## src/rtl/mrx_regs.svh

```systemverilog
// register offsets, field positions, reset values and timing figures
`ifndef MRX_REGS_SVH
`define MRX_REGS_SVH
// =====================================================
// register offsets on the byte bus
`define OFS_SRC        6'h00
`define OFS_EN         6'h01
`define OFS_STAT       6'h02
`define OFS_CORR_FIRST 6'h20
`define OFS_CORR_NEXT  6'h21
// =====================================================
// field positions
`define SRC_RX         0
`define SRC_ROW1       1
`define SRC_LOSS       2
`define SRC_CORR2      3
`define ST_FRAME_GROUP_CHANGE       0
`define ST_GRP_LO      1
`define ST_BSYNC       3
`define ST_PARITY      4
`define ST_FSYNC       5
`define ST_CRC         6
`define ST_REAL        7
`define CORR_COLUMN    0
// =====================================================
// reset values
`define SRC_RST        4'h0
`define EN_RST         4'h0
`define STAT_RST       8'h00
// =====================================================
// timing figures
`define CLK_NS         25
`define T_ROW_OK_NS    138000
`define T_ROW_ERR_NS   274000
`define T_COL_OK_NS    1090000
`define T_COL_ERR_NS   2178000
`define LOSS_BLKS_NUM  272
`define LOSS_BLKS_DEN  4
`define LOSS_BLKS_ADD  123
`define FIRST_DATA_IDX 6'h01
`endif

```

## src/rtl/mrx_pkg.sv

```systemverilog
// types shared by the multiplex receive interrupt and status logic
package mrx_pkg;
    // framing method of the receiver
    typedef enum logic [1:0] {
        METH_B  = 2'b00,
        METH_A0 = 2'b01,
        METH_A1 = 2'b10
    } method_t;

    // description of the byte now coming from the receiver
    typedef struct packed {
        logic [8:0] blk_num;
        logic [5:0] byte_idx;
        logic       parity;
        logic       crc_err;
        logic       real_blk;
        method_t    method;
    } blk_info_t;

    // correction timer phases
    typedef enum logic [1:0] {
        CT_IDLE = 2'b00,
        CT_RUN  = 2'b01
    } corr_state_t;
endpackage

```

## src/rtl/mrx_irq_status.sv

```systemverilog
// interrupt flags, enable and block status of the multiplex receiver
`timescale 1ns/100ps
`default_nettype none
`include "mrx_regs.svh"

module mrx_irq_status #(
    parameter int ROW_OK_CYC  = `T_ROW_OK_NS / `CLK_NS,
    parameter int ROW_ERR_CYC = `T_ROW_ERR_NS / `CLK_NS,
    parameter int COL_OK_CYC  = `T_COL_OK_NS / `CLK_NS,
    parameter int COL_ERR_CYC = `T_COL_ERR_NS / `CLK_NS
) (
    input  wire logic               CORE_CLK,
    input  wire logic               SYS_RST,
    input  wire logic               CLEAR_PIN_N,
    input  wire logic               CS_N,
    input  wire logic               WR_N,
    input  wire logic               RD_N,
    input  wire logic [5:0]         ADDR,
    input  wire logic [7:0]         DB_IN,
    output var  logic [7:0]         DB_OUT,
    output var  logic               DB_OE,
    input  wire logic               BLOCK_DONE,
    input  wire logic               BYTE_STB,
    input  wire mrx_pkg::blk_info_t BLK,
    input  wire logic               FRAME_SYNC,
    input  wire logic               BLOCK_SYNC,
    input  wire logic               BLOCK_TICK,
    input  wire logic [3:0]         FWD_STEPS,
    input  wire logic               CORR_HAS_ERR,
    output var  logic               IRQ_N
);
    import mrx_pkg::*;

    localparam int TW = 17;

    // =====================================================
    // elaboration checks
    if (ROW_OK_CYC < 1 || ROW_ERR_CYC < 1 || COL_OK_CYC < 1 || COL_ERR_CYC < 1) begin : g_low
        $error("correction times must be at least one cycle");
    end
    if (COL_ERR_CYC >= (1 << TW) || COL_OK_CYC >= (1 << TW)) begin : g_high
        $error("correction times exceed timer width");
    end

    // =====================================================
    // pin synchronisers
    logic [17:0] pin_s1_ff;
    logic [17:0] pin_s2_ff;
    logic [17:0] pin_raw;

    assign pin_raw = {CLEAR_PIN_N, CS_N, WR_N, RD_N, ADDR, DB_IN};

    // two stages, second stage is the only reader of the first
    always_ff @(posedge CORE_CLK or posedge SYS_RST) begin
        if (SYS_RST) begin
            pin_s1_ff <= 18'h3F000;
            pin_s2_ff <= 18'h3F000;
        end else begin
            pin_s1_ff <= pin_raw;
            pin_s2_ff <= pin_s1_ff;
        end
    end

    logic       clr_n_s;
    logic       cs_s;
    logic       wr_s;
    logic       rd_s;
    logic [5:0] addr_s;
    logic [7:0] data_s;

    assign clr_n_s = pin_s2_ff[17];
    assign cs_s    = ~pin_s2_ff[16];
    assign wr_s    = ~pin_s2_ff[15];
    assign rd_s    = ~pin_s2_ff[14];
    assign addr_s  = pin_s2_ff[13:8];
    assign data_s  = pin_s2_ff[7:0];

    // =====================================================
    // write capture: sample while strobe low, commit at its end
    logic       wr_act_ff;
    logic [5:0] waddr_ff;
    logic [7:0] wdata_ff;
    logic       wr_commit;

    always_ff @(posedge CORE_CLK or posedge SYS_RST) begin
        if (SYS_RST) begin
            wr_act_ff <= 1'b0;
            waddr_ff  <= 6'h00;
            wdata_ff  <= 8'h00;
        end else begin
            wr_act_ff <= cs_s & wr_s;
            if (cs_s & wr_s) begin
                waddr_ff <= addr_s;
                wdata_ff <= data_s;
            end
        end
    end

    assign wr_commit = wr_act_ff & ~(cs_s & wr_s);

    logic wr_src;
    logic wr_en;
    logic wr_c1;
    logic wr_c2;

    // address decode of committed writes
    always_comb begin
        wr_src = 1'b0;
        wr_en  = 1'b0;
        wr_c1  = 1'b0;
        wr_c2  = 1'b0;
        if (!wr_commit) begin
            wr_src = 1'b0;
        end else if (waddr_ff == `OFS_SRC) begin
            wr_src = 1'b1;
        end else if (waddr_ff == `OFS_EN) begin
            wr_en = 1'b1;
        end else if (waddr_ff == `OFS_CORR_FIRST) begin
            wr_c1 = 1'b1;
        end else if (waddr_ff == `OFS_CORR_NEXT) begin
            wr_c2 = 1'b1;
        end
    end

    // =====================================================
    // correction timers
    logic [TW-1:0] tmr1_ff;
    logic [TW-1:0] tmr2_ff;
    logic [TW-1:0] nxt_tmr2;
    corr_state_t   ct1_ff;
    corr_state_t   ct2_ff;
    logic          done1;
    logic          done2;

    // second stage length by direction and error presence
    always_comb begin
        if (wdata_ff[`CORR_COLUMN]) begin
            nxt_tmr2 = CORR_HAS_ERR ? TW'(COL_ERR_CYC) : TW'(COL_OK_CYC);
        end else begin
            nxt_tmr2 = CORR_HAS_ERR ? TW'(ROW_ERR_CYC) : TW'(ROW_OK_CYC);
        end
    end

    assign done1 = (ct1_ff == CT_RUN) && (tmr1_ff == TW'(1));
    assign done2 = (ct2_ff == CT_RUN) && (tmr2_ff == TW'(1));

    // first row correction countdown
    always_ff @(posedge CORE_CLK or posedge SYS_RST) begin
        if (SYS_RST) begin
            ct1_ff  <= CT_IDLE;
            tmr1_ff <= '0;
        end else begin
            case (ct1_ff)
                CT_IDLE: begin
                    if (wr_c1) begin
                        ct1_ff  <= CT_RUN;
                        tmr1_ff <= TW'(ROW_ERR_CYC);
                    end
                end
                CT_RUN: begin
                    tmr1_ff <= tmr1_ff - TW'(1);
                    if (done1) begin
                        ct1_ff <= CT_IDLE;
                    end
                end
                default: ct1_ff <= CT_IDLE;
            endcase
        end
    end

    // column or second row countdown
    always_ff @(posedge CORE_CLK or posedge SYS_RST) begin
        if (SYS_RST) begin
            ct2_ff  <= CT_IDLE;
            tmr2_ff <= '0;
        end else begin
            case (ct2_ff)
                CT_IDLE: begin
                    if (wr_c2) begin
                        ct2_ff  <= CT_RUN;
                        tmr2_ff <= nxt_tmr2;
                    end
                end
                CT_RUN: begin
                    tmr2_ff <= tmr2_ff - TW'(1);
                    if (done2) begin
                        ct2_ff <= CT_IDLE;
                    end
                end
                default: ct2_ff <= CT_IDLE;
            endcase
        end
    end

    // =====================================================
    // frame sync loss watch in block periods
    logic        fs_seen_ff;
    logic [10:0] loss_cnt_ff;
    logic [10:0] loss_lim;
    logic        loss_hit;

    assign loss_lim = 11'(`LOSS_BLKS_NUM / `LOSS_BLKS_DEN) * 11'(FWD_STEPS)
                    + 11'(`LOSS_BLKS_ADD);
    assign loss_hit = fs_seen_ff && !FRAME_SYNC && BLOCK_TICK
                    && (loss_cnt_ff + 11'h001 == loss_lim);

    // count block periods without frame sync once sync was held
    always_ff @(posedge CORE_CLK or posedge SYS_RST) begin
        if (SYS_RST) begin
            fs_seen_ff  <= 1'b0;
            loss_cnt_ff <= 11'h000;
        end else if (FRAME_SYNC) begin
            fs_seen_ff  <= 1'b1;
            loss_cnt_ff <= 11'h000;
        end else if (loss_hit) begin
            fs_seen_ff  <= 1'b0;
            loss_cnt_ff <= 11'h000;
        end else if (fs_seen_ff && BLOCK_TICK) begin
            loss_cnt_ff <= loss_cnt_ff + 11'h001;
        end
    end

    // =====================================================
    // source flags, enable and request
    logic [3:0] src_ff;
    logic [3:0] en_ff;
    logic [3:0] set_evt;
    logic       rx_ok;

    assign rx_ok   = BLOCK_DONE & (FRAME_SYNC | BLOCK_SYNC);
    assign set_evt = {done2, loss_hit, done1, rx_ok};

    // sticky flags: set beats write clear and pin clear
    always_ff @(posedge CORE_CLK or posedge SYS_RST) begin
        if (SYS_RST) begin
            src_ff <= `SRC_RST;
        end else begin
            for (int i = 0; i < 4; i++) begin
                if (set_evt[i]) begin
                    src_ff[i] <= 1'b1;
                end else if (!clr_n_s) begin
                    src_ff[i] <= 1'b0;
                end else if (wr_src && wdata_ff[i]) begin
                    src_ff[i] <= 1'b0;
                end
            end
        end
    end

    // enable register, write only
    always_ff @(posedge CORE_CLK or posedge SYS_RST) begin
        if (SYS_RST) begin
            en_ff <= `EN_RST;
        end else if (wr_en) begin
            en_ff <= wdata_ff[3:0];
        end
    end

    // request pin, low while an enabled flag stands
    always_ff @(posedge CORE_CLK or posedge SYS_RST) begin
        if (SYS_RST) begin
            IRQ_N <= 1'b1;
        end else begin
            IRQ_N <= ~|(src_ff & en_ff);
        end
    end

    // =====================================================
    // received block status
    logic [7:0] stat_ff;
    logic [1:0] grp;
    logic       grp_start;
    logic [8:0] bn;

    assign bn = BLK.blk_num;

    // block group and group start by framing method
    always_comb begin
        grp       = 2'b00;
        grp_start = 1'b0;
        if (BLK.method == METH_B) begin
            if (bn >= 9'h0BF) begin
                grp = 2'b11;
            end else if (bn >= 9'h083) begin
                grp = 2'b10;
            end else if (bn >= 9'h03D) begin
                grp = 2'b01;
            end
            grp_start = (bn == 9'h001) || (bn == 9'h03D) || (bn == 9'h083) || (bn == 9'h0BF);
        end else begin
            if (bn >= 9'h096) begin
                grp = 2'b11;
            end else if (bn >= 9'h089) begin
                grp = 2'b10;
            end else if (bn >= 9'h00E) begin
                grp = 2'b01;
            end
            grp_start = (bn == 9'h001) || (bn == 9'h00E) || (bn == 9'h089) || (bn == 9'h096);
        end
    end

    // status follows each received byte, host cannot write it
    always_ff @(posedge CORE_CLK or posedge SYS_RST) begin
        if (SYS_RST) begin
            stat_ff <= `STAT_RST;
        end else if (BYTE_STB) begin
            stat_ff[`ST_FRAME_GROUP_CHANGE]  <= grp_start && (BLK.byte_idx == `FIRST_DATA_IDX);
            stat_ff[2:1]        <= grp;
            stat_ff[`ST_BSYNC]  <= BLOCK_SYNC;
            stat_ff[`ST_PARITY] <= BLK.parity & FRAME_SYNC;
            stat_ff[`ST_FSYNC]  <= FRAME_SYNC;
            stat_ff[`ST_CRC]    <= BLK.crc_err;
            stat_ff[`ST_REAL]   <= BLK.real_blk & FRAME_SYNC & (BLK.method != METH_B);
        end
    end

    // =====================================================
    // read path
    logic [7:0] rd_mux;

    // readable registers, all others read zero
    always_comb begin
        rd_mux = 8'h00;
        if (addr_s == `OFS_SRC) begin
            rd_mux = {4'h0, src_ff};
        end else if (addr_s == `OFS_STAT) begin
            rd_mux = stat_ff;
        end
    end

    always_ff @(posedge CORE_CLK or posedge SYS_RST) begin
        if (SYS_RST) begin
            DB_OUT <= 8'h00;
            DB_OE  <= 1'b0;
        end else begin
            DB_OUT <= rd_mux;
            DB_OE  <= cs_s & rd_s;
        end
    end
endmodule
`default_nettype wire

```

## config.mk

```make
export PLATFORM = sky130hd
export DESIGN_NAME = mrx_irq_status
export DESIGN_NICKNAME = d
export VERILOG_FILES = /design/src/rtl/mrx_pkg.sv /design/src/rtl/mrx_irq_status.sv
export VERILOG_INCLUDE_DIRS = /design/src /design/src/rtl
export SDC_FILE = /design/constraint.sdc
export NUM_CORES = 1
export LEC_CHECK = 0
export BUFFER_PORTS_ARGS = -buffer_cell sky130_fd_sc_hd__clkbuf_2
export CAP_MARGIN = 15
export CORE_ASPECT_RATIO = 0.9
export CORE_MARGIN = 4
export CORE_UTILIZATION = 60
export DETAILED_ROUTE_END_ITERATION = 8
export PLACE_DENSITY_LB_ADDON = 0.15
export SLEW_MARGIN = 15
export SYNTH_ARGS = -nofsm -noshare
export SYNTH_HDL_FRONTEND = slang
export SYNTH_SLANG_ARGS = --single-unit
```

## constraint.sdc

```tcl
create_clock -name CORE_CLK -period 12.06 [get_ports CORE_CLK]
set_clock_uncertainty 0.1 [all_clocks]
set_input_delay 3.015 -clock CORE_CLK [delete_from_list [all_inputs] [get_ports CORE_CLK]]
set_output_delay 3.015 -clock CORE_CLK [all_outputs]
set_load 0.005 [all_outputs]
```

==> flow_summary.json <==
{
  "ys_seq_area_share_pct": 52.85,
  "dp_cells": 660,
  "crit_type": "in -> reg",
  "vias_per_cell": 5.656,
  "synth_top_flop_cell": "dfrtp_1",
  "cts-root-buf": "clkbuf_8",
  "avgSynthCellArea_um2": 10.64,
  "p_switching_uw": 355.7,
  "final.setup.tns_ns": 0,
  "pwr-share-clk_pct": 41.3,
  "ys_warn_count": 0,
  "gp_congestion": 0.8653,
  "synth_cells": 506,
  "slew_headroom_pct": 31.10,
  "cts_buffers": 17,
  "synth_edf_count": 0,
  "start_util_pct": 62.23,
  "synth_cell_type_count": 61,
  "status": "finished, final reports clean",
  "ff2ff_setup_slack_ns": 9.35,
  "wl_um": 10460,
  "ir_drop_mv": 0.1524,
  "setup-violations-final": 0,
  "comb_power_share_pct": 15.8,
  "dr.pass1.iters": 4,
  "antenna_cells": 0,
  "fin_crit_ns": 4.872,
  "drcViolationCount": 0,
  "rr_endpoint": "loss_cnt_ff[5]$_DFFE_PP0P_",
  "antenna_left": 0,
  "post-place-ws_ns": 6.694,
  "min_path_cells": 0,
  "io_pins": 60,
  "drt_iter0_drc": 206,
  "drive_above_1_share_pct": 23.21,
  "end_kind": "flop",
  "hold_violations": 0,
  "grt_antenna_before_repair": 0,
  "cts_tree": "done",
  "grt_pass1_wl_um": 18160,
  "maxSlewViolCount": 0,
  "synth_fp_nets": 568,
  "overflow": 0,
  "cts.sinks": 113,
  "rows": 32,
  "p_int_uw": 885.4,
  "hpwl_um": 7036,
  "p_leak_uw": 0.002776,
  "p_sw_share_pct": 28.66,
  "syn_to_final_growth_pct": 17.74,
  "syn_area_mm2": 0.005381,
  "dieHeight_um": 97.85,
  "hp-class": "reg -> reg",
  "finalCritPeriodShare_pct": 40.39,
  "portBuffers": 55,
  "max_freq_mhz": 205.3,
  "maxCapViolations": 0,
  "grt_max_degree": 73,
  "fp.dieW_um": 107.8,
  "ctsHoldBuffers": 0,
  "first_global_vias": 3925,
  "final_cell_mix": "100 x dfrtp_1, 55 x clkbuf_2, 35 x nand2_1, 32 x nor3_1, 32 x nor2_1",
  "cp-startpoint": "FWD_STEPS[1]",
  "rsz0062_at_grt": "false",
  "grt_usage_pct": 21.66,
  "clock_latency_ns": 0.51,
  "async_reset_ff_share_pct": 100.0,
  "hold_start": "pin_s1_ff[8]$_DFF_PP0_",
  "vias": 3914,
  "clockBufferDepth": 2,
  "ff2ff_path_depth": 7,
  "crit_required_ns": 12.31,
  "fin_nets": 622,
  "core_mm2": 0.008648,
  "crit_path_start_kind": "input port",
  "cp.arrival_ns": 5.12,
  "die_area_mm2": 0.01055,
  "ctsResizeCount": 0,
  "path_max_fanout": 13,
  "clkTransAtPathRegs_ns": 0.06,
  "timing.final.ws_setup_ns": 7.189,
  "tightest_slew_ns": 1.033,
  "worstReg2RegStart": "loss_cnt_ff[1]$_DFFE_PP0P_",
  "layout_commonest_cell": "dfrtp_1",
  "holdPathEnd": "pin_s2_ff[8]$_DFF_PP0_",
  "ctsHtreeMaxLevel": 4,
  "postCtsSetupBuffers": 0,
  "fin_cells": 692,
  "wl_per_cell_um": 15.11,
  "power_frac_seq_pct": 42.9,
  "ys_ff_latch": 113,
  "power_density_mw_per_mm2": 195.9
}
critical path: stages:
cell and delay, ns:
clkbuf_2 0.17, inv_1 0.06, ha_1 0.22, xnor2_1 0.26, nand3_1 0.11, or3_4 0.35
a2111oi_4 0.78, nor3_1 0.15
kinds of logic after synthesis:
group,Yosys count,share of synthesized area [%]
buf+inv,39,3.046
mux,29,5.813
xor+xnor,44,7.161
fa+ha+maj,12,2.790
compound gates,82,9.975
flops,113,52.85
simple gates,187,18.37
worst max-delay path by stage:
stage | end | slack, ns | cells after the start
floorplan | DB_OE$_DFF_PP0_ | 5.98 | 1
global placement | src_ff[2]$_DFFE_PP0P_ | 6.75 | 8
detailed placement | loss_cnt_ff[5]$_DFFE_PP0P_ | 6.69 | 8
CTS | loss_cnt_ff[5]$_DFFE_PP0P_ | 7.17 | 8
global route | loss_cnt_ff[5]$_DFFE_PP0P_ | 7.00 | 8
finish | loss_cnt_ff[5]$_DFFE_PP0P_ | 7.19 | 8
state kept, by name, indices dropped and copies added, names as in the netlist:
name / flops
wdata_ff: 4
fs_seen_ff: 1
ct1_ff: 1
loss_cnt_ff: 11
wr_act_ff: 1
stat_ff: 8
pin_s2_ff: 14
ct2_ff: 1
IRQ_N: 1
DB_OE: 1
en_ff: 4
tmr2_ff: 17
src_ff: 4
tmr1_ff: 17
DB_OUT: 8
waddr_ff: 6
pin_s1_ff: 14
cells in the mapped netlist (all sizes together), types with 2 or more instances:
| cell | instances | area, um2 |
|---|---|---|
| a31oi | 3 | 18.77 |
| inv | 18 | 67.56 |
| nand2b | 4 | 25.02 |
| a31o | 2 | 17.52 |
| nand4b | 4 | 35.03 |
| a211oi | 5 | 37.54 |
| o21bai | 2 | 15.01 |
| dfrtp | 100 | 2502 |
| a21oi | 19 | 95.09 |
| and3 | 8 | 50.05 |
| ha | 12 | 150.1 |
| nor3 | 32 | 160.2 |
| xor2 | 18 | 157.7 |
| nor4 | 8 | 50.05 |
| a22oi | 2 | 15.01 |
| and4 | 2 | 18.77 |
| buf | 8 | 46.30 |
| nand4 | 5 | 31.28 |
| nor2b | 2 | 12.51 |
| o31ai | 2 | 15.01 |
| a21o | 2 | 15.01 |
| mux2 | 18 | 202.7 |
| nor3b | 5 | 37.54 |
| or4 | 6 | 48.80 |
| o211ai | 2 | 15.01 |
| nor2 | 33 | 131.4 |
| o41ai | 2 | 17.52 |
| and2 | 5 | 31.28 |
| mux2i | 11 | 110.1 |
| nand2 | 37 | 143.9 |
| nand3 | 21 | 105.1 |
| o21ai | 25 | 125.1 |
| or3 | 7 | 48.80 |
| xnor2 | 26 | 227.7 |
| o21a | 3 | 22.52 |
| a21boi | 2 | 15.01 |
| or2 | 4 | 25.02 |
| nand3b | 2 | 15.01 |
| o311ai | 3 | 26.28 |
| clkbuf | 13 | 50.04 |
| dfstp | 13 | 341.6 |
per-stage QoR:
step	area, um2	hold slack [ns]	power (uW)	util (%)
floorplan	5381	0.2312	673.5	-
global placement	5719	0.2321	715.1	66.13
detailed placement	5719	0.2347	730.6	66.13
CTS	6336	0.2475	1249	73.26
global route	6336	0.2573	1312	73.26
finish	6336	0.2462	1241	73.26
routing by layer:
layer  track usage [%]  vias up  routed length, um  part of all wire (%)
li1                  -     1914                  -                     -
met1             29.37     1915               4724                    45
met2             32.79       74               5149                    49
met3             6.411       11                438                   4.2
met4             8.932        0                143                   1.4
met5                 0        -                  0                     0
layout make-up:
cell class                      instances  area (um2)
Sequential cell                       113        2844
Multi-Input combinational cell        354        2374
Fill cell                             610        2312
Clock buffer                           19       431.7
Timing Repair Buffer                   56       282.8
Clock inverter                         13       185.2
Tap cell                              119       148.9
Inverter                               18       70.07
power groups by stage:
| stage | clock, uW | combinational [uW] | sequential [uW] |
|---|---|---|---|
| after global placement | 0 | 187 | 528 |
| after detailed placement | 0 | 197 | 534 |
| after floorplan | 0 | 166 | 508 |
| final | 513 | 197 | 532 |
| after CTS | 519 | 199 | 531 |
| after global routing | 542 | 226 | 545 |
Power figures use the tool's default switching activity.
